## src/rtl/hbfp_consts.svh

```systemverilog
// Timing counts and field constants for the H-bridge fault protection block.
`ifndef HBFP_CONSTS_SVH
`define HBFP_CONSTS_SVH
`define HBFP_CLK_MHZ 50
`define HBFP_OVP_CYCLES 3'h4
`define HBFP_OCP1_CYCLES 2'h2
`define HBFP_DEGLITCH_NS 150
`define HBFP_DEGLITCH_CNT ((`HBFP_DEGLITCH_NS * `HBFP_CLK_MHZ + 999) / 1000)
`define HBFP_RESTART_US 1000
`define HBFP_RESTART_CNT (`HBFP_RESTART_US * `HBFP_CLK_MHZ)
`endif

```

## src/rtl/hbfp_pkg.sv

```systemverilog
// Types shared by the H-bridge fault protection block.
package hbfp_pkg;
  // Comparator inputs sampled from the analog side.
  typedef struct packed {
    logic overvoltage;
    logic over_temp;
    logic release_temp;
    logic ocp_level1;
    logic ocp_level2;
  } hbfp_trip_t;
  // Fault supervisor states.
  typedef enum logic [1:0] {HBFP_RUN, HBFP_RESTART, HBFP_LATCHED} hbfp_state_t;
endpackage : hbfp_pkg

```

## src/rtl/hbfp_top.sv

```systemverilog
// Fault supervision for the H-bridge: latch, thermal stop, restart and fault pin.
// Behaviour
// - Four consecutive over-voltage cycles latch switching off.
// - Thermal trip stops switching at once.
// - Thermal stop self-releases below the lower point.
// - Fault pin released when clean, low on fault.
// - Latch cleared by reset or enable toggle.
// - Two level-one over-current cycles stop, restart later.
// - Level-two over-current latches off immediately.
// - Enable pulses shorter than deglitch are ignored.
`timescale 1ns/1ps
`include "hbfp_consts.svh"
module hbfp_top #(
  parameter int RESTART_CNT = `HBFP_RESTART_CNT,
  parameter int DEGLITCH_CNT = `HBFP_DEGLITCH_CNT
) (
  input wire logic clock,
  input wire logic reset,
  input wire logic enable_pin,
  input wire logic cycle_tick,
  input wire hbfp_pkg::hbfp_trip_t trip_pin,
  output logic switch_enable,
  output logic fault_flag_n_out,
  output logic fault_flag_n_oe,
  output logic latched_fault
);
  import hbfp_pkg::*;

  // Synchroniser stages; the first stage feeds only the second.
  logic [1:0] en_sync;
  hbfp_trip_t trip_s1;
  hbfp_trip_t trip;
  logic tick_s1;
  logic tick_s2;
  logic tick_d;
  // Deglitched enable and its filter counter.
  logic en_q;
  logic [7:0] dg_cnt;
  logic [7:0] next_dg_cnt;
  logic next_en_q;
  // Supervisor state, counters and thermal hold.
  hbfp_state_t state;
  hbfp_state_t next_state;
  logic [2:0] ov_cnt;
  logic [2:0] next_ov_cnt;
  logic [1:0] oc_cnt;
  logic [1:0] next_oc_cnt;
  logic [31:0] rs_cnt;
  logic [31:0] next_rs_cnt;
  logic therm_stop;
  logic next_therm_stop;
  logic cycle_end;

  // Two-flop synchronisers for every asynchronous input.
  always_ff @(posedge clock or posedge reset)
  begin
    if (reset)
    begin
      en_sync <= 2'h0;
      trip_s1 <= '0;
      trip <= '0;
      tick_s1 <= 1'b0;
      tick_s2 <= 1'b0;
      tick_d <= 1'b0;
    end
    else
    begin
      en_sync <= {en_sync[0], enable_pin};
      trip_s1 <= trip_pin;
      trip <= trip_s1;
      tick_s1 <= cycle_tick;
      tick_s2 <= tick_s1;
      tick_d <= tick_s2;
    end
  end

  // The rising edge of the switching clock marks the end of a cycle.
  assign cycle_end = tick_s2 & ~tick_d;

  // Enable filter: a new level must persist for the deglitch time to be taken.
  always_comb
  begin
    next_en_q = en_q;
    next_dg_cnt = 8'h00;
    if (en_sync[1] != en_q)
    begin
      if (dg_cnt >= 8'(DEGLITCH_CNT - 1))
      begin
        next_en_q = en_sync[1];
      end
      else
      begin
        next_dg_cnt = dg_cnt + 8'h01;
      end
    end
  end

  // Supervisor next state. Latch-off outranks restart and thermal stop.
  always_comb
  begin
    next_state = state;
    next_ov_cnt = ov_cnt;
    next_oc_cnt = oc_cnt;
    next_rs_cnt = rs_cnt;
    next_therm_stop = therm_stop;
    // Thermal stop has hysteresis: set above trip, cleared only below release.
    if (trip.over_temp)
    begin
      next_therm_stop = 1'b1;
    end
    else if (trip.release_temp)
    begin
      next_therm_stop = 1'b0;
    end
    // Per-cycle run counters.
    if (cycle_end)
    begin
      if (trip.overvoltage)
      begin
        next_ov_cnt = (ov_cnt == `HBFP_OVP_CYCLES) ? ov_cnt : ov_cnt + 3'h1;
      end
      else
      begin
        next_ov_cnt = 3'h0;
      end
      if (trip.ocp_level1)
      begin
        next_oc_cnt = (oc_cnt == `HBFP_OCP1_CYCLES) ? oc_cnt : oc_cnt + 2'h1;
      end
      else
      begin
        next_oc_cnt = 2'h0;
      end
    end
    case (state)
      HBFP_RUN:
      begin
        if (next_ov_cnt == `HBFP_OVP_CYCLES || trip.ocp_level2)
        begin
          next_state = HBFP_LATCHED;
        end
        else if (next_oc_cnt == `HBFP_OCP1_CYCLES)
        begin
          next_state = HBFP_RESTART;
          next_rs_cnt = 32'h0;
          next_oc_cnt = 2'h0;
        end
      end
      HBFP_RESTART:
      begin
        // Over-voltage and over-current counters are held at zero while waiting to restart.
        next_ov_cnt = 3'h0;
        next_oc_cnt = 2'h0;
        if (trip.ocp_level2)
        begin
          next_state = HBFP_LATCHED;
        end
        else if (rs_cnt >= 32'(RESTART_CNT - 1))
        begin
          next_state = HBFP_RUN;
        end
        else
        begin
          next_rs_cnt = rs_cnt + 32'h1;
        end
      end
      HBFP_LATCHED:
      begin
        next_ov_cnt = 3'h0;
        next_oc_cnt = 2'h0;
      end
      default:
      begin
        next_state = HBFP_LATCHED;
      end
    endcase
    // Disabled device: state and counters idle, thermal stop still tracks; the low phase clears the latch.
    if (!en_q)
    begin
      next_state = HBFP_RUN;
      next_ov_cnt = 3'h0;
      next_oc_cnt = 2'h0;
      next_rs_cnt = 32'h0;
    end
  end

  // Register all supervisor state and the registered outputs.
  always_ff @(posedge clock or posedge reset)
  begin
    if (reset)
    begin
      en_q <= 1'b0;
      dg_cnt <= 8'h00;
      state <= HBFP_RUN;
      ov_cnt <= 3'h0;
      oc_cnt <= 2'h0;
      rs_cnt <= 32'h0;
      therm_stop <= 1'b0;
      switch_enable <= 1'b0;
      fault_flag_n_out <= 1'b0;
      fault_flag_n_oe <= 1'b0;
      latched_fault <= 1'b0;
    end
    else
    begin
      en_q <= next_en_q;
      dg_cnt <= next_dg_cnt;
      state <= next_state;
      ov_cnt <= next_ov_cnt;
      oc_cnt <= next_oc_cnt;
      rs_cnt <= next_rs_cnt;
      therm_stop <= next_therm_stop;
      // Switching stops in the same cycle the trip is seen.
      switch_enable <= next_en_q && next_state == HBFP_RUN && !next_therm_stop;
      fault_flag_n_out <= 1'b0;
      // Pin is only ever pulled low; released means enable low.
      fault_flag_n_oe <= next_state != HBFP_RUN || next_therm_stop;
      latched_fault <= next_state == HBFP_LATCHED;
    end
  end

  // Over-voltage on four cycles in a row must latch.
  a_ovp_latch: assert property (@(posedge clock) disable iff (reset)
    (en_q && next_en_q && state == HBFP_RUN && cycle_end && trip.overvoltage
     && ov_cnt == 3'h3) |=> latched_fault && !switch_enable)
    else $error("over-voltage run did not latch");
  a_ovp_clear: assert property (@(posedge clock) disable iff (reset)
    (cycle_end && !trip.overvoltage) |=> ov_cnt == 3'h0)
    else $error("clean cycle did not clear count");
  a_therm_stop: assert property (@(posedge clock) disable iff (reset)
    trip.over_temp |=> !switch_enable && !fault_flag_n_oe == 1'b0)
    else $error("thermal trip did not stop switching");
  a_therm_hold: assert property (@(posedge clock) disable iff (reset)
    (therm_stop && !trip.release_temp && !trip.over_temp) |=> therm_stop)
    else $error("thermal stop released early");
  a_therm_free: assert property (@(posedge clock) disable iff (reset)
    (therm_stop && trip.release_temp && !trip.over_temp) |=> !therm_stop)
    else $error("thermal stop did not release");
  a_fault_pin: assert property (@(posedge clock) disable iff (reset)
    latched_fault |-> fault_flag_n_oe && !fault_flag_n_out)
    else $error("fault pin not low on latch");
  a_latch_hold: assert property (@(posedge clock) disable iff (reset)
    (latched_fault && en_q && next_en_q) |=> latched_fault)
    else $error("latch cleared without enable toggle");
  // A level-two trip may turn the wait into a latch, so only a return to run counts as early.
  a_restart_wait: assert property (@(posedge clock) disable iff (reset)
    ($rose(state == HBFP_RESTART) && RESTART_CNT > 8) |-> (state != HBFP_RUN || !en_q)[*8])
    else $error("restart too short");
  a_ocp2_latch: assert property (@(posedge clock) disable iff (reset)
    (en_q && next_en_q && trip.ocp_level2) |=> latched_fault)
    else $error("level-two over-current did not latch");
  a_en_glitch: assert property (@(posedge clock) disable iff (reset)
    (en_sync[1] != en_q && dg_cnt == 8'h00 && DEGLITCH_CNT > 1) |=> en_q == $past(en_q))
    else $error("enable took a glitch");
  c_ovp_latch: cover property (@(posedge clock) disable iff (reset) $rose(latched_fault));
  c_restart: cover property (@(posedge clock) disable iff (reset)
    state == HBFP_RESTART ##1 state == HBFP_RUN);
  c_therm: cover property (@(posedge clock) disable iff (reset) $fell(therm_stop));
  c_toggle: cover property (@(posedge clock) disable iff (reset) $fell(latched_fault));
endmodule : hbfp_top

```

## config.mk

```make
export PLATFORM = sky130hd
export DESIGN_NAME = hbfp_top
export DESIGN_NICKNAME = d
export VERILOG_FILES = /design/src/rtl/hbfp_pkg.sv /design/src/rtl/hbfp_top.sv
export VERILOG_INCLUDE_DIRS = /design/src /design/src/rtl
export SDC_FILE = /design/constraint.sdc
export NUM_CORES = 1
export LEC_CHECK = 0
export BUFFER_PORTS_ARGS = -buffer_cell sky130_fd_sc_hd__buf_2
export CAP_MARGIN = 20
export CORE_AREA = 8 8 102 104
export DETAILED_ROUTE_END_ITERATION = 8
export DIE_AREA = 0 0 110 112
export PLACE_DENSITY = 0.59
export SETUP_SLACK_MARGIN = 0.5
export SLEW_MARGIN = 20
export SYNTH_ARGS = -nofsm -noshare
export SYNTH_HDL_FRONTEND = slang
export SYNTH_SLANG_ARGS = --single-unit
export TNS_END_PERCENT = 1
```

## constraint.sdc

```tcl
create_clock -name clock -period 3.94 [get_ports clock]
set_clock_uncertainty 0.05 [all_clocks]
set_input_delay 0.197 -clock clock [delete_from_list [all_inputs] [get_ports clock]]
set_output_delay 0.197 -clock clock [all_outputs]
set_load 0.05 [all_outputs]
```

Yosys cells after proc, flatten, opt, wreduce, memory -nomap -nowiden:

Index checks and enable logic that the tools add are counted.

* equal/unequal tests: 13
* mux-type cells: 30
* $lt $le $gt $ge: 2
* bitwise logic cells: 2
* reductions and logical operators: 10
* $add $sub $neg: 4

Operator list (number)
* $mux W32: 5
* $pmux W32 S2: 1
* $add A32 B1 Y32 const B: 1
* $ge A32 B16 Y1 const B: 1
* $mux W2: 11
* $mux W8: 2
* $mux W3: 5
* $ne A3 B3 Y1 const B: 4
* $add A8 B1 Y8 const B: 1
* $eq A2 B2 Y1 const B: 4
* $ge A8 B3 Y1 const B: 1
* $eq A3 B3 Y1 const B: 2
* $pmux W2 S3: 1
* $reduce_and A5 Y1: 1
* $logic_not A2 Y1: 2
* $mux W1: 4
* $pmux W2 S2: 1
* $add A3 B1 Y3 const B: 1
* $ne A3 B1 Y1 const B: 1
* $add A2 B1 Y2 const B: 1
* $eq A2 B1 Y1 const B: 1
* $logic_and A1 B1 Y1: 2
* $logic_or A1 B1 Y1: 2
* $reduce_bool A2 Y1: 1
* 5 further kinds: 5

* flip-flop bits (word level): 67
* input port bits: 9
* output and inout bits: 4
* word-level logic and storage cells: 85

Longest topological paths before layout:

Gate-level depths: netlist of the first run.

* depth after elaboration: 12
* depth in mapped cells: 10
* mapped depth without buffers: 8

Worst setup path before layout of the first run:

OpenSTA, ideal clock, no wires.

* path type: register to register
* from: register rs_cnt[0]
* to: register rs_cnt[1]
* cell stages (with the launch flop): 8
* setup time: 0.125 ns
* period minus slack after synthesis: 2.219 ns
* slack: 1.721 ns
* data arrival time: 2.044 ns
* path buffers: 0
* data required time: 3.765 ns
* cells stage by stage: dfrtp_1 -> ha_1 -> nand3_2 -> a2111oi_4 -> nor3_1 -> o32ai_4 -> nor3_2 -> mux2_4

* word-level cells in the longest chain between the ends: 5
* elaborated cells between the ends (all ways): 8
* those cells by class: 1 x add/sub; 1 x order compare; 1 x eq/ne; 4 x mux; 1 x reduce/logical

Ends and longest elaborated chain
* from (decl): RTL line hbfp_top.sv:48 `logic [31:0] rs_cnt;`
* from (signal assigned): RTL line hbfp_top.sv:211 `rs_cnt <= next_rs_cnt;`
* $add A32 B1 Y32: RTL line hbfp_top.sv:164 `next_rs_cnt = rs_cnt + 32'h1;`
* $mux W32: RTL line hbfp_top.sv:158 `else if (rs_cnt >= 32'(RESTART_CNT - 1))`
* $mux W32: RTL line hbfp_top.sv:154 `if (trip.ocp_level2)`
* $pmux W32 S2: RTL line hbfp_top.sv:135 `case (state)`
* $mux W32: RTL line hbfp_top.sv:178 `if (!en_q)`

Several ways; a longest one is shown, not always the timed one. The select of a mux whose other input is x is not followed.
A chain may end at the register's enable or synchronous reset.

Worst setup path in the final report of the first run:

Ends and elaborated chain as after synthesis.

==> flow_summary_export.csv, run 1 <==
group,metric,value,unit
status,run_status,"finished, violations left",
status,violated_checks,"hold timing",
critical_path,critical_path_peak_fanout,17,
detailed_routing,num_vias,2227,
power_and_ir_drop,vdd.ir_drop.worst,0.220,mV
critical_path,worstReg2RegEnd,"rs_cnt[1]",
sta,hold_slack,-0.0140,ns
critical_path,worstSetupStartpointType,"flip-flop",
final_layout,number_of_nets_in_the_finished_design,324,
global_routing,grt_start_max_net_pins,45,
synth,synthesis.area,3190,sq um
global_routing,globalRouteTotalUtil,11.2,%
sta,worstMarginPinSlew,0.920,ns
sta,worst_slew_margin_rel,38.6,%
cts,cts.reportedPaths.clkPinSlew,0.09,ns
floorplan,boundaryPins,13,
placed_design,hpwl,4270,microns
critical_path,peak_per_stage_delay_on_the_critical_path,0.68,ns
final_layout,fillerInstances,862,
sta,max_freq,360,MHz
power_and_ir_drop,power_frac_seq,50.8,%
critical_path,worst-endpoint-required,4.13,ns
power_and_ir_drop,power_switching_share,29.7,%
detailed_routing,final_antenna_net_count,0,
final_layout,post_route_cells_drive_above_1_share,16.8,%
floorplan,fp.dieW,110,microns
floorplan,die-area,12300,sq um
critical_path,critical_path_cell_count,7,
synth,yosys.cell_count.top_type,"dfrtp_1",
sta,setup-tns-final,0,ns
synth,ys_seq_area_share,52.6,%
final_layout,stdcell_count,421,
placed_design,post_place_instance_area,3330,sq um
cts,clock_tree.buffer_depth,2,
final_layout,area_of_the_multi_input_gates,1390,sq um
critical_path,r2r-start,"rs_cnt[0]",
cts,worstSkewPairLatency,0.36,ns
final_layout,count_of_inserted_antenna_diode_cells,0,
cts,cts_setup_buffers,0,
sta,grt_setup_unrepaired,"no",
synth,dominant_cells_by_area_after_synthesis,"dfrtp_1, ha_1, and3_1",
final_layout,layout.area.seq,1680,sq um
critical_path,worst_r2r_path_depth,7,
detailed_routing,vias_per_cell,5.29,
critical_path,setup.worst_path.end_class,"flip-flop",
synth,synth_top_cell_area_share,52.6,%
power_and_ir_drop,comb_power_share,8.9,%
floorplan,die_y,112,microns
global_routing,initial_antenna_violation_count,0,
placed_design,gpl.final_weighted_congestion,0.834,
synth,postSynth.asyncResetShare,100,%
final_layout,growth_of_design_area_from_synthesis_to_finish,12.9,%
cts,clock_sinks,67,
power_and_ir_drop,total_switching_power,0.000421,W
floorplan,placeableCoreArea,8890,sq um
synth,postSynthAreaPerCell,11.3,sq um
critical_path,cell_type_of_the_slowest_stage_on_the_worst_timing_path,"o32ai_4",
cts,numCtsBuffers,9,
cts,clk_root_buffer_cell,"clkbuf_8",
sta,final-max-slew-violation-count,0,
synth,synth_edf_count,0,
worst_hold_path,min_path_type,"primary input to async pin",
synth,synth_seq_cells,67,
sta,finalCriticalPeriod,2.78,ns
critical_path,crit_family,"compound AO/OA/AOI/OAI gates",
floorplan,row_count,35,
synth,yosysWarningCount,0,
global_routing,first_pass_grt_wire_length,10900,microns
placed_design,numPortBuffers,11,
sta,setup_slack,1.16,ns
power_and_ir_drop,power.static_leakage,1.60,nW
critical_path,crit_chain,"ha_1, nand3_2, a2111oi_4, nor3_1, o32ai_4, nor3_2, mux2_4",
run,cap_viol_max_count,0,
final_layout,layout.cell_area.non_filler,3600,sq um
placed_design,placed_cells,398,
placed_design,post-place-ws,1.20,ns
floorplan,start_util,35.9,%
synth,synthCells,282,
power_and_ir_drop,clkPwrFrac,40.3,%
detailed_routing,first_iter_violations,127,
sta,finalCritPeriodShare,70.4,%
global_routing,via_count_of_the_first_global_routing_pass,2172,
power_and_ir_drop,pwr_density_cell,394,nW/um^2
synth,synth_top_cell_by_area,"dfrtp_1",
sta,final_hold_viol_count,19,
critical_path,worst-path-buf-inv,0,
cts,cts_tree,"done",
critical_path,worst_setup_path_class,"flip-flop to flip-flop",
detailed_routing,drc,0,
global_routing,grt_overflow,0,
sta,setup_viol,0,
synth,yosys.cell_types.count,64,
synth,ys_top_cells_by_count,"dfrtp_1, nor2_1, and3_1, nand2_1, nand3_1",
detailed_routing,routed_wire_length_per_instance,14.8,microns
power_and_ir_drop,internal_power,0.000999,W
critical_path,r2r_setup_slack,1.16,ns
cts,htreeDepth,3,
detailed_routing,drt-total-wl,6230,microns
detailed_routing,detailedRoute.firstPassIterationCount,5,
critical_path,crit_arrival,2.97,ns
synth,synthFlopType,"dfrtp_1",
final cells by class:
type	instances	share of cell area (%)
well taps	111	3.86
flip-flops and latches	67	46.5
clock buffers	9	3.44
repair buffers	21	4.10
inverters	13	1.35
multi-input cells	193	38.6
clock inverters	7	2.12
repair_timing:
item | 4_1_cts | 5_1_grt
hold endpoints to repair | 7 | 0
hold buffers | 7 | 0
resized for setup | 0 | 0
power by group through the flow:
stage                     combinational (W)  clock [W]  sequential (W)
after floorplan                   0.0000885          0        0.000744
after global placement             0.000120          0        0.000735
after detailed placement           0.000122          0        0.000736
after CTS                          0.000128   0.000590        0.000722
after global routing               0.000139   0.000627        0.000725
final                              0.000126   0.000572        0.000722
flip-flops by register name (all words and copies together), names as in the netlist, 2 cells and up:
signal	flops
dg_cnt	8
en_sync	2
rs_cnt	32
trip	5
trip_s1	5
ov_cnt	3
state	2
oc_cnt	2
routing by layer:
metal	vias up	GRT usage (%)	share of wire, %
met5	-	0	0
met4	0	4.86	1.3
met3	7	3.47	3.2
met2	33	15.5	44
met1	1094	15.5	51
li1	1093	-	-
cell families after synthesis:
group,count (synthesis),share of synthesized area [%]
AO/OA/AOI/OAI,50,13.7
XOR/XNOR,1,0.275
adder cells (fa/ha/maj),10,3.92
buffers and inverters,26,4.32
flip-flops,67,52.6
multiplexers,6,2.08
other,1,0.118
AND/OR/NAND/NOR,121,23.1
placed cells by master, fill, tap and decap left out, types with 3 or more instances in the layout:
cell type      count
dfrtp_1           67
nor2_1            20
and3_1            18
nand2_1           16
nand3_1           15
inv_1             12
buf_2             11
ha_1              10
a21oi_1            9
nor4_1             9
clkbuf_8           9
nand4_1            8
dlygate4sd3_1      7
o31ai_1            6
o41ai_1            5
o21ai_0            5
conb_1             5
nand3b_1           4
mux2i_1            4
nor3_2             3
nor4b_1            3
o41ai_2            3
o21a_1             3
inv_6              3
inv_8              3
buf_4              3
worst register-to-register path, stage by stage, from the launching register on:
cell,delay (ns)
dfrtp_1,0.39
ha_1,0.29
nand3_2,0.16
a2111oi_4,0.44
nor3_1,0.17
o32ai_4,0.68
nor3_2,0.16
mux2_4,0.33
metrics by stage:
step	total power [W]	util [%]
6_report	0.00142	40.5
5_1_grt	0.00149	40.5
4_1_cts	0.00144	40.5
3_5_place_dp	0.000858	37.5
3_3_place_gp	0.000855	37.5
2_1_floorplan	0.000833	-
worst max-delay path by stage:
stage,startpoint,slack [ns],endpoint
after floorplan,rs_cnt[0],1.72,rs_cnt[1]
after global placement,rs_cnt[0],1.29,rs_cnt[1]
after detailed placement,rs_cnt[0],1.20,rs_cnt[1]
after CTS,rs_cnt[0],1.18,rs_cnt[1]
after global routing,rs_cnt[1],1.02,rs_cnt[1]
final,rs_cnt[0],1.16,rs_cnt[1]
Note: power is estimated with default switching activity, not from simulation.
==> run 2, diff against run 1 <==
--- a/config.mk
+++ b/config.mk
@@ -11,7 +11,7 @@
 export CORE_AREA = 8 8 102 104
 export DETAILED_ROUTE_END_ITERATION = 8
 export DIE_AREA = 0 0 110 112
-export PLACE_DENSITY = 0.59
+export PLACE_DENSITY = 0.61
 export SETUP_SLACK_MARGIN = 0.5
 export SLEW_MARGIN = 20
 export SYNTH_ARGS = -nofsm -noshare
==> constraint.sdc (replaced) <==
create_clock -name clock -period 2.5 [get_ports clock]
set_clock_uncertainty 0.05 [all_clocks]
set_input_delay 0.125 -clock clock [delete_from_list [all_inputs] [get_ports clock]]
set_output_delay 0.125 -clock clock [all_outputs]
set_load 0.05 [all_outputs]
==> run 2 against run 1 <==
The flow now finishes without violations. Via count up 6.2%. Global-route usage up 0.49 points. First-iteration DRC count up 31%. Cell area up 11%. Count of clock-buffer cells in the layout unchanged. Worst hold slack better by 0.31 ns. Wire length up 6.5%. Register-to-register slack worse by 1.0 ns. Utilization up 4.3 points. Critical path type unchanged.
==> flow_summary_export.csv, run 2 (synthesis results as in run 1) <==
group,metric,value,unit
placed_design,hpwl,4370,microns
sta,setup_viol,0,
global_routing,grt_overflow,0,
detailed_routing,routed_wire_length_per_instance,14.9,microns
floorplan,start_util,35.9,%
cts,worstSkewPairLatency,0.35,ns
critical_path,worstSetupStartpointType,"flip-flop",
critical_path,worst_setup_path_class,"flip-flop to flip-flop",
final_layout,largest_register_ffs,32,
sta,max_freq,423,MHz
final_layout,layout.area.seq,1680,sq um
critical_path,worst-endpoint-required,2.69,ns
worst_hold_path,min_path_type,"flip-flop to flip-flop",
cts,htreeDepth,3,
global_routing,first_pass_grt_wire_length,11300,microns
final_layout,regMostFlops,"rs_cnt",
critical_path,peak_per_stage_delay_on_the_critical_path,0.41,ns
floorplan,die_y,112,microns
power_and_ir_drop,power.static_leakage,1.78,nW
status,run_status,"completed",
power_and_ir_drop,design_power_total,0.00244,W
placed_design,gpl.final_weighted_congestion,0.829,
sta,grt_setup_unrepaired,"yes",
global_routing,grt_start_max_net_pins,68,
floorplan,fp.dieW,110,microns
sta,final-max-slew-violation-count,0,
detailed_routing,num_vias,2364,
final_layout,area_of_the_multi_input_gates,1550,sq um
global_routing,initial_antenna_violation_count,0,
detailed_routing,detailedRoute.firstPassIterationCount,4,
sta,worst_slew_margin_rel,44.8,%
detailed_routing,first_iter_violations,166,
final_layout,post_route_cells_drive_above_1_share,27.7,%
sta,finalCriticalPeriod,2.36,ns
final_layout,fillerInstances,789,
floorplan,row_count,35,
placed_design,numPortBuffers,11,
global_routing,globalRouteTotalUtil,11.7,%
cts,cts_tree,"done",
final_layout,growth_of_design_area_from_synthesis_to_finish,25.0,%
final_layout,number_of_nets_in_the_finished_design,350,
critical_path,setup.worst_path.end_class,"flip-flop",
power_and_ir_drop,pwr_density_cell,612,nW/um^2
detailed_routing,drt-total-wl,6640,microns
sta,finalCritPeriodShare,94.5,%
critical_path,crit_arrival,2.55,ns
cts,numCtsBuffers,9,
run,cap_viol_max_count,0,
power_and_ir_drop,vdd.ir_drop.worst,0.351,mV
cts,cts.reportedPaths.clkPinSlew,0.08,ns
final_layout,layout.cells.most_common_list,"dfrtp_1, buf_4, nor2_1, and3_1, nand2_1",
sta,worstMarginPinSlew,0.828,ns
final_layout,final_common_cell,"dfrtp_1",
detailed_routing,final_antenna_net_count,0,
critical_path,crit_chain,"nor4_2, nand4_1, buf_4, nor4_4, o32ai_2, o41a_1, a31o_1",
floorplan,boundaryPins,13,
global_routing,via_count_of_the_first_global_routing_pass,2278,
critical_path,cell_type_of_the_slowest_stage_on_the_worst_timing_path,"o41a_1",
detailed_routing,drc,0,
sta,final_hold_viol_count,0,
floorplan,die-area,12300,sq um
detailed_routing,vias_per_cell,5.29,
cts,clock_sinks,67,
cts,clock_tree.buffer_depth,2,
floorplan,placeableCoreArea,8890,sq um
final_layout,count_of_inserted_antenna_diode_cells,0,
critical_path,critical_path_peak_fanout,5,
cts,clk_root_buffer_cell,"clkbuf_8",
sta,setup-tns-final,0,ns
final_layout,biggestRegsByFlops,"rs_cnt x32, dg_cnt x8",
## run 2: path summary, 6_finish.rpt
path,depth (start not counted),start,end,slack [ns]
min in group asynchronous,4,reset,trip[2],0.53
worst min register to register,0,trip_s1[4],trip[4],0.29
worst min-delay path,0,trip_s1[4],trip[4],0.29
worst max-delay path,7,rs_cnt[29],rs_cnt[10],0.14
worst max register to register,7,rs_cnt[29],rs_cnt[10],0.14
max in group asynchronous,4,reset,state[1],1.29
## run 2: through the flow
stage          util, %  std cells  cell area (sq um)  setup slack (ns)  hold WS [ns]
2_1_floorplan        -        286               3250             0.312         0.106
3_3_place_gp      39.3        413               3490            0.0674         0.183
3_5_place_dp      39.3        413               3490            0.0231         0.184
4_1_cts           44.3        444               3940             0.135         0.292
5_1_grt           44.8        447               3990            0.0110         0.303
6_report          44.8        447               3990             0.136         0.293
## run 2: final cells by class
| type | instances | share of cell area, % |
|---|---|---|
| Clock buffer | 9 | 3.11 |
| Clock inverter | 7 | 2.64 |
| Inverter | 13 | 1.22 |
| Multi-Input combinational cell | 194 | 38.8 |
| Sequential cell | 67 | 42.1 |
| Tap cell | 111 | 3.49 |
| Timing Repair Buffer | 46 | 8.67 |
## run 2: layer usage
layer,vias up,share of wire (%),track usage [%]
met4,0,2.5,7.30
met3,12,2.8,2.08
met2,41,48,16.9
li1,1146,-,-
met1,1165,47,15.6
met5,-,0,0
## run 2: power breakdown
part | switching (W) | internal, W | total (W)
Sequential | 0.0000151 | 0.00111 | 0.00113
Combinational | 0.000171 | 0.0000977 | 0.000269
Clock | 0.000461 | 0.000579 | 0.00104
Total | 0.000648 | 0.00179 | 0.00244
## run 2: timing repair
item / CTS / global route
endpoints found under the setup margin: 37 / 38
hold endpoints to repair: 51 / 0
cloned: 1 / 0
resized for setup: 15 / 4
pin swaps: 7 / 7
buffers inserted: 6 / 3
hold buffers: 8 / 0
## run 2: critical path: cells and delay by family (launching register included)
family,cells,cell delay [ns]
buffers and inverters,1,0.18
DFF,1,0.40
and+or+nand+nor,3,0.78
AOI/OAI and AO/OA,3,0.84
